**src/msc_pkg.sv**
```systemverilog
// Purpose: Constants for the monitor security check
// Assumes: 16-bit flash address, 8-bit data, 10 MHz ref_clk
// Notes: Baud divider derived from clock rate
package msc_pkg;
  localparam logic [15:0] EXT_LOCK_ADDR = 16'hfdff;
  localparam logic [15:0] SEC_FIRST_ADDR = 16'hfff6;
  localparam logic [15:0] SEC_LAST_ADDR = 16'hfffd;
  localparam logic [15:0] TRIM_ADDR = 16'hff80;
  localparam int SEC_BYTES = 8;
  localparam logic [3:0] MAX_ZERO_BYTES = 4'h5;
  localparam int CLK_HZ = 10000000;
  localparam int MON_BAUD = 9600;
  localparam logic [15:0] BAUD_DIV = 16'(CLK_HZ / MON_BAUD);
  localparam logic [7:0] TRIM_RESET = 8'h80;
  localparam logic [3:0] IDX_RESET = 4'h0;
  typedef enum logic [5:0] {
    MSC_IDLE = 6'h01,
    MSC_LOCK = 6'h02,
    MSC_CMP = 6'h04,
    MSC_PASS = 6'h08,
    MSC_FAIL = 6'h10,
    MSC_HALT = 6'h20
  } msc_state_e;
endpackage

```
**src/msc_check.sv**
```systemverilog
// Purpose: Monitor-mode entry security check with extended lock
// Assumes: Flash read answers one cycle after flash_rd; host bytes arrive
//   as one-cycle strobes in address order
// Notes: Lock bit lives in flash; mass erase is the only way to clear it
module msc_check (
  input wire logic ref_clk, // 10 MHz clock
  input wire logic rst, // Sync reset, high
  input wire logic clk_en, // Freezes all state when low
  input wire logic start, // Begin check on monitor entry
  input wire logic forced_mode, // Forced monitor mode
  input wire logic host_valid, // Host byte strobe
  input wire logic [7:0] host_byte, // Supplied security byte
  input wire logic mass_erase_req, // Mass erase request from monitor
  output logic flash_rd, // Flash read strobe
  output logic [15:0] flash_addr, // Flash read address
  input wire logic [7:0] flash_data, // Flash data, one cycle after read
  output logic erase_go, // Mass erase pulse to flash
  output logic sec_pass, // Check passed, monitor serves commands
  output logic sec_fail, // Check failed
  output logic mon_halt, // Monitor halted in endless loop
  output logic done, // Check finished
  output logic [15:0] baud_div, // Link divider
  output logic [7:0] osc_trim // Applied oscillator trim
);
  import msc_pkg::*;

  // Zero-byte test shared by lock decode and zero counting
  function automatic logic is_zero(input logic [7:0] b);
    return b == 8'h00;
  endfunction

  typedef struct packed {
    msc_state_e st;
    logic [3:0] idx;
    logic [3:0] zeros;
    logic all_eq;
    logic locked;
    logic [7:0] stored;
    logic have;
    logic trim_phase;
    logic flash_rd;
    logic [15:0] flash_addr;
    logic erase_go;
    logic sec_pass;
    logic sec_fail;
    logic mon_halt;
    logic done;
    logic [15:0] baud_div;
    logic [7:0] osc_trim;
  } msc_s;

  msc_s r, next_r;

  always_comb begin
    next_r = r;
    next_r.flash_rd = 1'b0;
    next_r.erase_go = 1'b0;
    unique case (r.st)
      MSC_IDLE: begin
        if (start) begin
          next_r.st = MSC_LOCK;
          next_r.flash_rd = 1'b1;
          next_r.flash_addr = EXT_LOCK_ADDR;
          next_r.trim_phase = forced_mode;
          next_r.idx = IDX_RESET;
          next_r.zeros = 4'h0;
          next_r.all_eq = 1'b1;
          next_r.have = 1'b0;
          next_r.sec_pass = 1'b0;
          next_r.sec_fail = 1'b0;
          next_r.done = 1'b0;
          next_r.baud_div = forced_mode ? BAUD_DIV : r.baud_div;
        end
      end
      MSC_LOCK: begin
        if (r.trim_phase) begin
          // Lock byte is read before trim and again after it; trim is applied before bytes arrive
          if (!r.flash_rd && r.flash_addr == TRIM_ADDR) begin
            next_r.osc_trim = flash_data;
            next_r.trim_phase = 1'b0;
            next_r.flash_rd = 1'b1;
            next_r.flash_addr = EXT_LOCK_ADDR;
          end else if (!r.flash_rd) begin
            next_r.locked = is_zero(flash_data);
            next_r.flash_rd = 1'b1;
            next_r.flash_addr = TRIM_ADDR;
          end
        end else if (!r.flash_rd) begin
          if (r.flash_addr == EXT_LOCK_ADDR) begin
            next_r.locked = is_zero(flash_data);
          end
          next_r.st = MSC_CMP;
          next_r.flash_rd = 1'b1;
          next_r.flash_addr = SEC_FIRST_ADDR;
        end
      end
      MSC_CMP: begin
        if (!r.flash_rd && !r.have) begin
          next_r.stored = flash_data;
          next_r.have = 1'b1;
          if (is_zero(flash_data)) begin
            next_r.zeros = r.zeros + 4'h1;
          end
        end
        if (r.have && host_valid) begin
          next_r.have = 1'b0;
          if (host_byte != r.stored) begin
            next_r.all_eq = 1'b0;
          end
          // Byte count ends the walk, so pairing follows idx
          if (r.idx == 4'(SEC_BYTES - 1)) begin
            next_r.st = MSC_FAIL;
            if (r.all_eq && host_byte == r.stored && r.zeros <= MAX_ZERO_BYTES) begin
              next_r.st = r.locked ? MSC_HALT : MSC_PASS;
            end
          end else begin
            next_r.idx = r.idx + 4'h1;
            next_r.flash_rd = 1'b1;
            next_r.flash_addr = r.flash_addr + 16'h0001;
          end
        end
      end
      MSC_PASS: begin
        next_r.sec_pass = 1'b1;
        next_r.done = 1'b1;
        next_r.st = MSC_IDLE;
      end
      MSC_FAIL: begin
        next_r.sec_fail = 1'b1;
        next_r.done = 1'b1;
        // Erase honoured only after a failed check
        if (mass_erase_req && r.sec_fail) begin
          next_r.erase_go = 1'b1;
          next_r.locked = 1'b0;
          next_r.sec_fail = 1'b0;
          next_r.st = MSC_IDLE;
        end
      end
      MSC_HALT: begin
        // Endless loop: only reset leaves this state
        next_r.mon_halt = 1'b1;
        next_r.done = 1'b1;
      end
      default: next_r.st = MSC_IDLE;
    endcase
  end

  // Freeze holds state, not the flash answer: keep clk_en high while a read is pending
  always_ff @(posedge ref_clk) begin
    if (rst) begin
      r <= '{st: MSC_IDLE, idx: IDX_RESET, zeros: 4'h0, all_eq: 1'b1, locked: 1'b0,
             stored: 8'h00, have: 1'b0, trim_phase: 1'b0, flash_rd: 1'b0,
             flash_addr: 16'h0000, erase_go: 1'b0, sec_pass: 1'b0, sec_fail: 1'b0,
             mon_halt: 1'b0, done: 1'b0, baud_div: BAUD_DIV, osc_trim: TRIM_RESET};
    end else if (clk_en) begin
      r <= next_r;
    end
  end

  assign flash_rd = r.flash_rd;
  assign flash_addr = r.flash_addr;
  assign erase_go = r.erase_go;
  assign sec_pass = r.sec_pass;
  assign sec_fail = r.sec_fail;
  assign mon_halt = r.mon_halt;
  assign done = r.done;
  assign baud_div = r.baud_div;
  assign osc_trim = r.osc_trim;
endmodule

```
**config.mk**
```make
export PLATFORM = sky130hd
export DESIGN_NAME = msc_check
export DESIGN_NICKNAME = d
export VERILOG_FILES = /design/src/msc_pkg.sv /design/src/msc_check.sv
export SDC_FILE = /design/constraint.sdc
export NUM_CORES = 1
export LEC_CHECK = 0
export CAP_MARGIN = 40
export CORE_ASPECT_RATIO = 0.75
export CORE_MARGIN = 1
export CORE_UTILIZATION = 45
export DETAILED_ROUTE_END_ITERATION = 10
export DONT_BUFFER_PORTS = 1
export PLACE_DENSITY_LB_ADDON = 0.05
export SYNTH_ARGS = -nofsm -noshare
export SYNTH_HDL_FRONTEND = slang
export SYNTH_SLANG_ARGS = --single-unit
```
**constraint.sdc**
```tcl
create_clock -name ref_clk -period 2.6 [get_ports ref_clk]
set_clock_uncertainty 0.05 [all_clocks]
set_input_delay 0.26 -clock ref_clk [delete_from_list [all_inputs] [get_ports ref_clk]]
set_output_delay 0.26 -clock ref_clk [all_outputs]
set_load 0.02 [all_outputs]
```
# Word level (Yosys, flattened, before mapping)
# Cells that the tools add are included.
# totals
ff_bits	56
# op_classes
addsub	3
eq_ne	26
muxes	44
bitwise	1
reduce_logical	31
magnitude_cmp	1
# ops
operator	n
2-to-1 mux 17 bit	7
one-hot mux 17 bit (3 select lines)	1
2-to-1 mux 6 bit	6
equality test 16 bit, second input constant	2
one-hot mux 6 bit (5 select lines)	1
!= test 2 bit, second input constant	10
2-to-1 mux 19 bit	1
one-hot mux 9 bit (2 select lines)	1
adder 16 x 1 -> 16 bit, second input constant	1
2-to-1 mux 1 bit	15
2-to-1 mux 15 bit	1
!= test 3 bit, second input constant	5
AND reduction 3 bit	5
AND reduction 5 bit	3
AND reduction 7 bit	2
2-to-1 mux 4 bit	3
one-hot mux 1 bit (2 select lines)	6
nonzero test 2 bit	6
2-to-1 mux 10 bit	1
adder 4 x 1 -> 4 bit, second input constant	2
equality test 8 bit	1
zero test 8 bit	1
!= test 8 bit	1
AND reduction 4 bit	2
16 further kinds	22

# Logic depth before layout (Yosys ltp)
# Gate-level depths: netlist of the first run.
# depth
depth_word	7
mapped_depth	8
depth_no_buf	7

# Worst setup path after synthesis of the first run
# No wires, ideal clock.
# synth_path
path_type	reg2reg
startpoint	reg r[71] in the netlist's numbering
endpoint	reg r (netlist bit flash_addr[6])
n_path_buf	3
period_less_slack_ns	2.232
t_required_ns	2.433
stages_incl_launch_ff	9
setup_slack_ns	0.368
arrival_ns	2.065
path_cell_list	dfxtp_1 buf_6 or4_1 buf_2 or3_4 a31oi_4 buf_6 nand2_2 a32o_1
# synth_via
elab_chain_len	3
elab_cells_between_ends	11
cone_classes	eq/ne (8); mux (1); reduce/logical (2)
# synth_rtl
element	line_no	text
start: declaration	msc_check.sv:52	msc_s r, next_r;
start signal: assignment	msc_check.sv:151	r <= '{st: MSC_IDLE, idx: IDX_RESET, zeros: 4'h0, all_eq: 1'b1, locked: 1'b0,
start signal: assignment	msc_check.sv:156	r <= next_r;
equality test 6 x 2 -> 1 bit (tied with other cells)	msc_check.sv:58	unique case (r.st)
!= test 3 bit (no source line) (tied with other cells)	-	
AND reduction 7 bit (no source line)	-	
# Several ways; a longest one is shown, not always the timed one.
# A chain may end at the register's enable or synchronous reset.

# Worst setup path after layout of the first run
# layout_path
startpoint	reg r[66] in the netlist's numbering
endpoint	reg r[61] in the netlist's numbering
# layout_via
elab_chain_len	3
elab_cells_between_ends	8
cone_classes	eq/ne (5); mux (1); reduce/logical (2)
# layout_rtl
element	line_no
equality test 6 x 3 -> 1 bit or equality test 6 x 1 -> 1 bit (tied branches)	msc_check.sv:58
!= test 2 bit (no source line) or nonzero test 2 bit (tied branches)	-
AND reduction 5 bit (no source line)	-
# Several ways; a longest one is shown, not always the timed one.

==> metrics.md, run 1 <==
| Metric | Value |
|---|---|
| Total grt overflow | `0` |
| Post-synth EDFFs | `0` |
| Die width | `between 100 and 150 um` |
| Clk pwr share | `between 30% and 40%` |
| Initial core utilization | `around 47%` |
| Clock sink count | `56` |
| Leakage power figure | `~0.0014 uW` |
| Diodes inserted | `0` |
| Slowest CP cell | `dfxtp_1` |
| Die Span Y | `about 80 um` |
| Placed cell areas | `between 3000 and 4000 um^2` |
| First-pass GRT wire length | `roughly 14000 um` |
| Via count | `between 2000 and 3000` |
| Root Driver | `clkbuf_8` |
| Worst Setup End Kind | `flop` |
| Avg WL per Cell | `about 18 um` |
| Fmax achieved | `between 0.4 and 0.5 GHz` |
| Slew Viols, Final | `0` |
| Final hold vios | `0` |
| Clock tree buffer depth | `2` |
| Pin count of the biggest net entering global routing | `30` |
| Flop pwr share | `about half` |
| Final #Nets | `427` |
| Minimum clock period | `approximately 2.4 ns` |
| Largest delay contributor family on the critical path | `simple AND/OR/NAND/NOR gates` |
| Peak supply drop | `approximately 0.35 mV` |
| Critical path class | `reg -> reg` |
| Synth Flop Type | `dfxtp_1` |
| CP Max Fanout | `11` |
| Tot Pwr | `roughly 1900 uW` |
| RR Startpoint | `r[66]$_SDFFE_PP1P_` |
| Crit path arrival time | `roughly 2.6 ns` |
| Synth Cell Area | `between 3000 and 4000 um^2` |
| Min-delay worst type | `in -> reg` |
| Share of cells above drive strength 1 | `around 11%` |
| CP startpoint kind | `flop` |
| Max cap viols | `0` |
| Worst stage delay on the critical path | `around 0.57 ns` |
| Combinational share of power | `around 17%` |
| Worst path required time | `around 2.8 ns` |
| Buffer and inverter count on the worst path | `0` |
| Detail Placement HPWL | `around 6500 um` |
| Mean Syn Cell Area | `8.261 um^2` |
| Netlist cell types | `60` |
| Finished Layout Cells | `500` |
| Pwr dens | `about 530 nW/um^2` |
| GP Congestion | `roughly 0.8` |
| Syn. warnings | `0` |
| Antenna-violating nets left | `0` |
| I/O pin count | `69` |
| Vias/cell | `5.890` |
| Core ar. | `between 7000 and 8000 um^2` |
| Clk_lat worst skew | `slightly above 0.3 ns` |
| PortBufs | `0` |
| Compound-gate portion of the synthesized area | `a little under a fifth` |
| Sw Pwr | `between 500 and 600 uW` |
| Synth Instances | `between 400 and 500` |
| RR Endpoint | `r[61]$_SDFFE_PP0P_` |
| Initial antenna violation count | `0` |
| RSZ-0062 raised after global routing | `false` |
| CTS clock-pin slew for the worst setup and hold paths | `~0.11 ns` |
| DRT Pass-1 Iters | `5` |
| Multiplexer share of the synthesized area | `under 10%` |
| Status | `completed` |
| Die area | `roughly 8000 um^2` |
| CTS buffer count | `5` |
| CTS tree | `yes` |
| Area growth syn-to-layout | `0.9737%` |
| Net switching fraction of the power | `a little under a third` |
| # rows | `27` |
| Period utilisation layout | `between 90 and 100%` |
| Critical path depth | `5` |
| Number of global-route vias before repair | `2688` |
| H-tree lvl count | `2` |
| Placed Instances | `between 400 and 500` |
| Reg2reg setup slack | `0.20 ns` |
| CP cell instances | `or3b_1, or3_4, o41a_2, or4_1, a21oi_1` |
| Critical path origin | `r[66]$_SDFFE_PP1P_` |
| Synth Area in Adders | `2.164%` |
| Reg2Reg Depth | `5` |
| Ys async rst share | `0%` |
| Layout Utilization | `a little under half` |
| DRT Wirelength | `around 8800 um` |
| 1st-iter DRT viols | `128` |
| Final setup viols | `0` |
| Largest family of logic cells by synthesized area | `simple AND/OR/NAND/NOR gates` |
| Sequential area share after synthesis | `32.31%` |
| Number of synthesized register bits | `56` |
| Worst slew pin tran | `~0.6 ns` |
| Final Instance Area | `3503 um^2` |
| Synth Area in XOR/XNOR | `between 3 and 4%` |
| GRT Util Overall | `between 20% and 30%` |
| Cell-internal power | `~1300 uW` |
| Post-Synth Simple-Gate Area | `about a quarter` |
| Setup TNS | `0 ns` |
| DR DRC count | `0` |
| CP Capture Point | `r[61]$_SDFFE_PP0P_` |
| Rel. slew slack | `roughly three fifths` |
[stage by stage]
step	setup WS (ns)	hold slack, ns
finish	0.1963	0.01642
global route	0.01828	0.005998
CTS	0.1865	0.008958
detailed placement	0.2160	0.2855
global placement	0.2657	0.2835
floorplan	0.3676	0.3351
[worst min-delay path by stage]
stage,start,end,slack [ns],cells past startpoint
6_report,flash_data[7],osc_trim[7]$_SDFFE_PP1P_,0.02,2
3_5_place_dp,rst,erase_go$_SDFFE_PP0P_,0.29,1
5_1_grt,flash_data[7],osc_trim[7]$_SDFFE_PP1P_,0.006,2
3_3_place_gp,rst,r[67]$_SDFFE_PP0P_,0.28,1
4_1_cts,flash_data[7],osc_trim[7]$_SDFFE_PP1P_,0.009,2
2_1_floorplan,flash_data[7],osc_trim[7]$_SDFFE_PP1P_,0.34,2
[placed cells by master (no fill, tap or decap), types with 6 or more instances in the layout]
master,synthesis,final
ha_1,6,6
nor3_1,13,13
dfxtp_1,56,56
and3_1,9,9
nor2_1,42,42
a31oi_1,6,6
o21ai_0,22,22
nand2_1,24,24
conb_1,2,16
nand3_1,16,16
a32o_1,6,6
nor4_1,12,12
o31ai_1,9,9
xnor2_1,8,8
nand4_1,12,12
a21oi_1,21,21
mux2i_1,19,19
buf_4,42,20
inv_1,10,10
[layer usage]
layer / vias up / part of all wire (%) / wire, um / GRT usage, %
met1: 1400 / 52 / 4569 / 37.08
met5: - / 0 / 0 / 0
met3: 5 / 7.3 / 640 / 5.076
li1: 1444 / - / - / -
met2: 96 / 40 / 3526 / 31.13
met4: 0 / 0.50 / 44 / 3.803
[power by group through the flow]
stage | clock (uW) | sequential, uW | combinational (uW)
after floorplan | 0 | 934 | 317
after global placement | 0 | 970 | 298
after detailed placement | 0 | 972 | 296
after CTS | 618 | 952 | 309
after global routing | 656 | 960 | 349
final | 604 | 952 | 313
[logic make-up after synthesis]
logic type | Yosys count
adder cells (fa/ha/maj) | 6
flip-flops | 56
AND/OR/NAND/NOR | 156
XOR/XNOR | 12
other | 2
AO/OA/AOI/OAI | 94
multiplexers | 19
buffers and inverters | 75
[worst reg2reg max path, delay by kind of cell (launching register included)]
family | cells | cell delay, ns
DFF | 1 | 0.57
and+or+nand+nor | 3 | 1.41
AOI/OAI and AO/OA | 2 | 0.32
[cell usage after synthesis (6+ instances only)]
| cell type | n | area share [%] |
|---|---|---|
| a21oi_1 | 21 | 3.0 |
| a31oi_1 | 6 | 1.1 |
| a32o_1 | 6 | 1.7 |
| and3_1 | 9 | 1.6 |
| buf_4 | 42 | 9.1 |
| clkbuf_1 | 13 | 1.4 |
| dfxtp_1 | 56 | 32 |
| ha_1 | 6 | 2.2 |
| inv_1 | 10 | 1.1 |
| mux2i_1 | 19 | 5.5 |
| nand2_1 | 24 | 2.6 |
| nand3_1 | 16 | 2.3 |
| nand4_1 | 12 | 2.2 |
| nor2_1 | 42 | 4.5 |
| nor3_1 | 13 | 1.9 |
| nor4_1 | 12 | 2.2 |
| o21ai_0 | 22 | 3.2 |
| o31ai_1 | 9 | 1.9 |
| xnor2_1 | 8 | 2.0 |
[timing repair]
item	CTS	global route
resized for setup	0	1
buffers inserted	0	0
hold endpoints to repair	29	0
hold buffers	1	0
setup endpoints to repair	0	2
[final cells by class]
type / count / area [um^2]
clock buffer: 5 / 68.82
clock inverter: 3 / 46.29
fill: 758 / 3895
inverter: 11 / 41.29
multi-input combinational: 303 / 1929
sequential: 56 / 1121
tap: 101 / 126.4
timing repair buffer: 21 / 170.2
[state kept, by name, summed over array words and instances, names as in the netlist]
name        count
r              26
erase_go        1
osc_trim        8
sec_fail        1
flash_addr     16
mon_halt        1
sec_pass        1
flash_rd        1
done            1
No activity file was read; power rests on OpenSTA's default activity.
==> run 2: changes to the inputs <==
==> constraint.sdc (replaced) <==
create_clock -name ref_clk -period 2.05 [get_ports ref_clk]
set_clock_uncertainty 0.05 [all_clocks]
set_input_delay 0.205 -clock ref_clk [delete_from_list [all_inputs] [get_ports ref_clk]]
set_output_delay 0.205 -clock ref_clk [all_outputs]
set_load 0.02 [all_outputs]
==> run 2 against run 1 <==
Combinational power rose by 120%. The run now ends with negative setup slack left. Via count rose by 11%. Wire length rose by 17%. Largest cell class unchanged. Fmax rose by 12%. Highest routed layer unchanged. Non-clock buffer count rose by 72. Critical path depth rose by 1. Sequential share of layout area fell by 6.5 points. Largest power group unchanged. Final cell count rose by 14%. Critical endpoint is now flash_addr[6]$_SDFFE_PP0P_.
==> metrics.md, run 2 (synthesized netlist as in run 1, its figures left out) <==
| Metric | Value |
|---|---|
| Pin count of the biggest net entering global routing | `32 (was 30)` |
| Hold Crit Depth | `2 (unchanged)` |
| 1st-iter DRT viols | `260 (was 128)` |
| Max reg flops | `26 (unchanged)` |
| RR Endpoint | `flash_addr[6]$_SDFFE_PP0P_ (was r[61]$_SDFFE_PP0P_)` |
| Pwr dens | `594.2 nW/um^2 (was 533.4 nW/um^2)` |
| Clk_lat worst skew | `0.32 ns (was 0.31 ns)` |
| DRT Pass-1 Iters | `4 (was 5)` |
| Most common cell after layout, fill and taps aside | `buf_4 (was dfxtp_1)` |
| Crit path arrival time | `2.31 ns (was 2.61 ns)` |
| GR Util met2 | `33.11% (was 31.13%)` |
| Max cap viols | `0 (unchanged)` |
| Placed cell areas | `3786 um^2 (was 3364 um^2)` |
| Worst stage delay on the critical path | `0.55 ns (was 0.57 ns)` |
| Total grt overflow | `0 (unchanged)` |
| RR Startpoint | `r[69]$_SDFFE_PP0P_ (was r[66]$_SDFFE_PP1P_)` |
| Status | `finished with violations (was completed)` |
| Rel. slew slack | `61.16% (was 58.90%)` |
| Busiest layer in global routing | `met1 (unchanged)` |
| Diodes inserted | `0 (unchanged)` |
| Met1 usage in global routing | `42.52% (was 37.08%)` |
| Area growth syn-to-layout | `27.52% (was 0.9737%)` |
| Min-delay worst type | `in -> reg (unchanged)` |
| Root Driver | `clkbuf_8 (unchanged)` |
| Die Span Y | `78.05 um (unchanged)` |
| Leakage power figure | `0.001770 uW (was 0.001351 uW)` |
| H-tree lvl count | `2 (unchanged)` |
| Share of cells above drive strength 1 | `31.42% (was 11.03%)` |
| Detail Placement HPWL | `7239 um (was 6455 um)` |
| Commonest non-fill, non-tap cells in the layout | `buf_4, dfxtp_1, nor2_1 (was dfxtp_1, nor2_1, nand2_1)` |
| Vias/cell | `5.717 (was 5.890)` |
| GRT Util Overall | `25.70% (was 23.12%)` |
| Reg2Reg Depth | `6 (was 5)` |
| CP startpoint kind | `flop (unchanged)` |
| CP Max Fanout | `6 (was 11)` |
| Avg WL per Cell | `17.91 um (was 17.56 um)` |
| Clock tree buffer depth | `2 (unchanged)` |
| Fin worst setup slack | `-0.09000 ns (was 0.1963 ns)` |
| Initial core utilization | `46.90% (unchanged)` |
| Peak supply drop | `0.4181 mV (was 0.3474 mV)` |
| Reg2reg setup slack | `-0.09 ns (was 0.20 ns)` |
| Fmax achieved | `0.4673 GHz (was 0.4160 GHz)` |
| Number of global-route vias before repair | `2901 (was 2688)` |
| DR DRC count | `0 (unchanged)` |
| WHS Endpoint | `osc_trim[0]$_SDFFE_PP0P_ (was osc_trim[7]$_SDFFE_PP1P_)` |
| Final #Nets | `499 (was 427)` |
| Period utilisation layout | `104.4% (was 92.45%)` |
| Initial antenna violation count | `0 (unchanged)` |
| I/O pin count | `69 (unchanged)` |
| DRT Wirelength | `10250 um (was 8782 um)` |
| CTS clock-pin slew for the worst setup and hold paths | `0.12 ns (was 0.11 ns)` |
| Die area | `8069 um^2 (unchanged)` |
| Die width | `103.4 um (unchanged)` |
| Minimum clock period | `2.140 ns (was 2.404 ns)` |
| First-pass GRT wire length | `15730 um (was 14410 um)` |
| Final setup viols | `21 (was 0)` |
| Slew Viols, Final | `0 (unchanged)` |
| Worst path required time | `2.22 ns (was 2.80 ns)` |
| Core ar. | `7398 um^2 (unchanged)` |
| Largest delay contributor family on the critical path | `simple AND/OR/NAND/NOR gates (unchanged)` |
| # fillers | `678 (was 758)` |
| Worst slew pin tran | `0.5753 ns (was 0.6128 ns)` |
| Antenna-violating nets left | `0 (unchanged)` |
| Failing checks | `negative setup slack` |
| Worst Setup End Kind | `flop (unchanged)` |
| Slowest CP cell | `or4_4 (was dfxtp_1)` |
| Clock sink count | `56 (unchanged)` |
| GP Congestion | `0.8312 (was 0.8060)` |
| # rows | `27 (unchanged)` |
| Hold Crit Start | `flash_data[0] (was flash_data[7])` |
| Final Instance Area | `4424 um^2 (was 3503 um^2)` |
| Buffer and inverter count on the worst path | `1 (was 0)` |
| CP cell instances | `or4_4, or3_4, a31oi_4, buf_6, nand2_2, a32o_1 (was or3b_1, or3_4, o41a_2, or4_1, a21oi_1)` |
| RSZ-0062 raised after global routing | `true (was false)` |
| Biggest register | `r (unchanged)` |
| Met3 global-route usage | `6.055% (was 5.076%)` |
| Final hold vios | `0 (unchanged)` |
| Critical path class | `reg -> reg (unchanged)` |
| Hold_ws | `0.01071 ns (was 0.01642 ns)` |
| CTS buffer count | `5 (unchanged)` |
| CTS tree | `yes (unchanged)` |
| Via count | `3270 (was 2945)` |
| PortBufs | `0 (unchanged)` |
## run 2: changes by cell type in the layout (fill, tap and decap cells not counted), moves of 5 or more
cell           change
a21oi_2            +6
o21ai_0            -5
buf_6              +9
dlygate4sd3_1     +10
a21oi_1            -6
buf_4             +49
## run 2: how the worst max path moves through the flow
stage	start	endpoint	slack (ns)	cells after the start
detailed placement	r[66]$_SDFFE_PP1P_	flash_addr[6]$_SDFFE_PP0P_	-0.13	6
CTS	r[69]$_SDFFE_PP0P_	flash_addr[14]$_SDFFE_PP0P_	-0.11	6
global route	r[69]$_SDFFE_PP0P_	osc_trim[7]$_SDFFE_PP1P_	-0.13	7
global placement	r[66]$_SDFFE_PP1P_	flash_addr[6]$_SDFFE_PP0P_	-0.09	6
finish	r[69]$_SDFFE_PP0P_	flash_addr[6]$_SDFFE_PP0P_	-0.09	6
floorplan	r[69]$_SDFFE_PP0P_	flash_addr[6]$_SDFFE_PP0P_	-0.12	8
## run 2: cell type report
type	instances	area, um^2	share of cell area (%)
flip-flops and latches	56	1126	25.45
multi-input cells	303	2187	49.43
well taps	101	126.4	2.856
repair buffers	93	827.0	18.69
inverters	11	41.29	0.9333
clock buffers	5	68.82	1.555
clock inverters	3	47.55	1.075
## run 2: routing by layer
metal,share of wire (%),up-vias
li1,-,1577
met1,52,1557
met2,39,130
met3,8.5,6
met4,0.50,0
met5,0,-
## run 2: where the power goes
| group | total [uW] | switching (uW) | internal [uW] |
|---|---|---|---|
| Clock | 767 | 398 | 369 |
| Combinational | 703 | 389 | 314 |
| Sequential | 1160 | 32.1 | 1130 |
| Total | 2630 | 819 | 1810 |
## run 2: repair_timing
item,in CTS,in global routing
buffers inserted,6,7
hold buffers,10,1
pin swaps,13,17
gates resized for setup,10,52
gates cloned,1,0
endpoints found under the hold margin,33,1
endpoints found under the setup margin,20,41
## run 2: stage by stage
| stage | setup TNS (ns) | worst slack [ns] | power, uW | std cells | util [%] |
|---|---|---|---|---|---|
| after global routing | -2.285 | -0.1320 | 2745 | 572 | 59.80 |
| after CTS | -0.4873 | -0.1086 | 2540 | 565 | 55.81 |
| after floorplan | -0.8786 | -0.1190 | 1607 | 434 | - |
| after detailed placement | -0.8229 | -0.1295 | 1711 | 540 | 51.18 |
| after global placement | -0.3784 | -0.08670 | 1710 | 540 | 51.18 |
| final | -0.7254 | -0.09000 | 2629 | 572 | 59.80 |
==> run 3: changes to the inputs <==
--- a/config.mk
+++ b/config.mk
@@ -8,7 +8,7 @@
 export CAP_MARGIN = 40
 export CORE_ASPECT_RATIO = 0.75
 export CORE_MARGIN = 1
-export CORE_UTILIZATION = 45
+export CORE_UTILIZATION = 55
 export DETAILED_ROUTE_END_ITERATION = 10
 export DONT_BUFFER_PORTS = 1
 export PLACE_DENSITY_LB_ADDON = 0.05
==> run 3 against run 2 <==
The flow still finishes with violations (negative setup slack). Wire length is 8.4% lower. Sequential share of layout area grew 2.3 points. Total power fell by 3.5%. Critical path type unchanged. Clock-buffer cell count rose by 1. Worst setup slack got worse by 0.047 ns. Via count is 0.37% lower. Die area fell by 18%. Largest power group unchanged. Register-to-register slack worse by 0.05 ns. Non-clock buffer count is 16 lower. Sequential cell count did not move. Worst hold slack better by 0.0025 ns. Global-route usage up 3.5 points.
==> metrics.md, run 3 (synthesized netlist as in run 1, its figures left out) <==
| Metric | Value |
|---|---|
| Critical path class | `reg -> reg (unchanged)` |
| GRT Util Overall | `29.17% (was 25.70%)` |
| Max cap viols | `0 (unchanged)` |
| Peak supply drop | `0.3735 mV (was 0.4181 mV)` |
| Most common cell after layout, fill and taps aside | `buf_4 (unchanged)` |
| Number of global-route vias before repair | `2910 (was 2901)` |
| Worst path required time | `2.22 ns (about the same)` |
| Die width | `93.71 um (was 103.4 um)` |
| Slew Viols, Final | `0 (unchanged)` |
| Biggest register | `r (unchanged)` |
| Clock tree buffer depth | `2 (unchanged)` |
| First-pass GRT wire length | `15090 um (was 15730 um)` |
| Worst stage delay on the critical path | `0.46 ns (was 0.55 ns)` |
| Status | `finished with violations (unchanged)` |
| Buffer and inverter count on the worst path | `2 (was 1)` |
| CP startpoint kind | `flop (unchanged)` |
| Failing checks | `negative setup slack (unchanged)` |
| Final #Nets | `483 (was 499)` |
| Met3 Wirelength | `987 um (was 869 um)` |
| Final hold vios | `0 (unchanged)` |
| Hold_ws | `0.01317 ns (was 0.01071 ns)` |
| Via count | `3258 (was 3270)` |
| CTS clock-pin slew for the worst setup and hold paths | `0.10 ns (was 0.12 ns)` |
| DRT Pass-1 Iters | `5 (was 4)` |
| Commonest non-fill, non-tap cells in the layout | `buf_4, dfxtp_1, nor2_1 (unchanged)` |
| Top layer in use | `met4 (unchanged)` |
| I/O pin count | `69 (unchanged)` |
| Final setup viols | `15 (was 21)` |
| DR WL met2 | `3862 um (was 4047 um)` |
| Initial core utilization | `58.35% (was 46.90%)` |
| Min-delay worst type | `in -> reg (unchanged)` |
| CTS buffer count | `5 (unchanged)` |
| Layout Utilization | `68.16% (was 59.80%)` |
| Antenna-violating nets left | `0 (unchanged)` |
| Max reg flops | `26 (unchanged)` |
| RR Startpoint | `r[71]$_SDFFE_PP0P_ (was r[69]$_SDFFE_PP0P_)` |
| Minimum clock period | `2.187 ns (was 2.140 ns)` |
| Period utilisation layout | `106.7% (was 104.4%)` |
| RSZ-0062 raised after global routing | `true (unchanged)` |
| Pin count of the biggest net entering global routing | `33 (was 32)` |
| Root Driver | `clkbuf_8 (unchanged)` |
| Vias/cell | `6.113 (was 5.717)` |
| CTS tree | `yes (unchanged)` |
| Slowest CP cell | `or3_1 (was or4_4)` |
| Initial antenna violation count | `0 (unchanged)` |
| Diodes inserted | `0 (unchanged)` |
| Crit path arrival time | `2.35 ns (was 2.31 ns)` |
| Fin worst setup slack | `-0.1366 ns (was -0.09000 ns)` |
| Core ar. | `5946 um^2 (was 7398 um^2)` |
| # rows | `24 (was 27)` |
| Total grt overflow | `0 (unchanged)` |
| GP Congestion | `0.8645 (was 0.8312)` |
| H-tree lvl count | `2 (unchanged)` |
| Fmax achieved | `0.4573 GHz (was 0.4673 GHz)` |
| Hold Crit Start | `clk_en (was flash_data[0])` |
| Worst slew pin tran | `0.6764 ns (was 0.5753 ns)` |
| Avg WL per Cell | `17.61 um (was 17.91 um)` |
| Die Span Y | `70.79 um (was 78.05 um)` |
| Tot Pwr | `2538 uW (was 2629 uW)` |
| # fillers | `500 (was 678)` |
| 1st-iter DRT viols | `368 (was 260)` |
| Share of cells above drive strength 1 | `23.74% (was 31.42%)` |
| Sequential cell area | `1124 um^2 (was 1126 um^2)` |
| CP Max Fanout | `6 (unchanged)` |
| Worst Setup End Kind | `flop (unchanged)` |
| Multi-input logic area | `2046 um^2 (was 2187 um^2)` |
| Rel. slew slack | `54.33% (was 61.16%)` |
| CP cell instances | `or3_1, or3_4, a31oi_4, buf_4, buf_6, nand2_2, a32o_1 (was or4_4, or3_4, a31oi_4, buf_6, nand2_2, a32o_1)` |
| Leakage power figure | `0.001648 uW (was 0.001770 uW)` |
| Met1 WL | `4440 um (was 5278 um)` |
| Largest delay contributor family on the critical path | `simple AND/OR/NAND/NOR gates (unchanged)` |
| Clk_lat worst skew | `0.31 ns (was 0.32 ns)` |
| Die area | `6633 um^2 (was 8069 um^2)` |
| DRT Wirelength | `9387 um (was 10250 um)` |
| Critical path origin | `r[71]$_SDFFE_PP0P_ (was r[69]$_SDFFE_PP0P_)` |
| Area growth syn-to-layout | `16.80% (was 27.52%)` |
| DR DRC count | `0 (unchanged)` |
| Clock sink count | `56 (unchanged)` |
| Pwr dens | `626.1 nW/um^2 (was 594.2 nW/um^2)` |
| PortBufs | `0 (unchanged)` |
| Detail Placement HPWL | `6727 um (was 7239 um)` |
[run 3: changes by cell type in the layout (fill, tap and decap cells not counted), moves of 3 or more]
cell / previous run / this run
buf_6: 9 / 2
a21oi_1: 15 / 21
a21oi_2: 6 / 0
buf_4: 69 / 64
nand2_1: 20 / 24
a31oi_1: 3 / 6
buf_12: 4 / 1
nand2_2: 4 / 1
[run 3: worst paths after layout]
kind	cells past startpoint	slack [ns]	to
worst max-delay path	7	-0.14	flash_addr[6]$_SDFFE_PP0P_
worst min-delay path	2	0.01	r[58]$_SDFFE_PP0P_
worst max register to register	7	-0.14	flash_addr[6]$_SDFFE_PP0P_
worst min register to register	1	0.43	r[57]$_SDFFE_PP1P_
[run 3: per-layer routing]
layer | global-route usage [%] | vias up
li1 | - | 1551
met1 | 46.53 | 1526
met2 | 39.42 | 170
met3 | 6.882 | 11
met4 | 5.128 | 0
met5 | 0 | -
[run 3: per-stage QoR]
step / worst slack (ns) / setup TNS, ns / instances / instance area (um^2)
after floorplan: -0.1190 / -0.8786 / 434 / 3567
after global placement: -0.08875 / -0.6513 / 509 / 3672
after detailed placement: -0.1643 / -1.088 / 509 / 3672
after CTS: -0.1199 / -0.9260 / 530 / 3961
after global routing: -0.1825 / -3.065 / 533 / 4053
final: -0.1366 / -0.8270 / 533 / 4053
[run 3: final cells by class]
| cell class | instances | area share, % |
|---|---|---|
| clock buffers | 6 | 2.038 |
| clock inverters | 2 | 0.9571 |
| inverters | 11 | 1.019 |
| multi-input cells | 303 | 50.48 |
| flip-flops and latches | 56 | 27.72 |
| well taps | 78 | 2.408 |
| repair buffers | 77 | 15.38 |
[run 3: where the power goes]
| part | leakage [uW] | total (uW) | switching, uW | internal [uW] |
|---|---|---|---|---|
| sequential | 0.000454 | 1150 | 27.2 | 1130 |
| clock | 0.0000614 | 783 | 382 | 400 |
| combinational | 0.00113 | 601 | 351 | 249 |
| total | 0.00165 | 2540 | 761 | 1780 |
[run 3: worst register-to-register path, delay by kind of cell, from the launching register on]
family,cells,cell delay [ns]
DFF,1,0.39
buffers and inverters,2,0.24
AOI/OAI and AO/OA,2,0.49
and+or+nand+nor,3,0.91
[run 3: repair_timing]
| action | 4_1_cts | 5_1_grt |
|---|---|---|
| hold buffers | 11 | 0 |
| resized for setup | 9 | 14 |
| setup endpoints to repair | 16 | 48 |
| setup buffers | 2 | 3 |
| pin swaps | 5 | 3 |
| hold endpoints to repair | 34 | 0 |
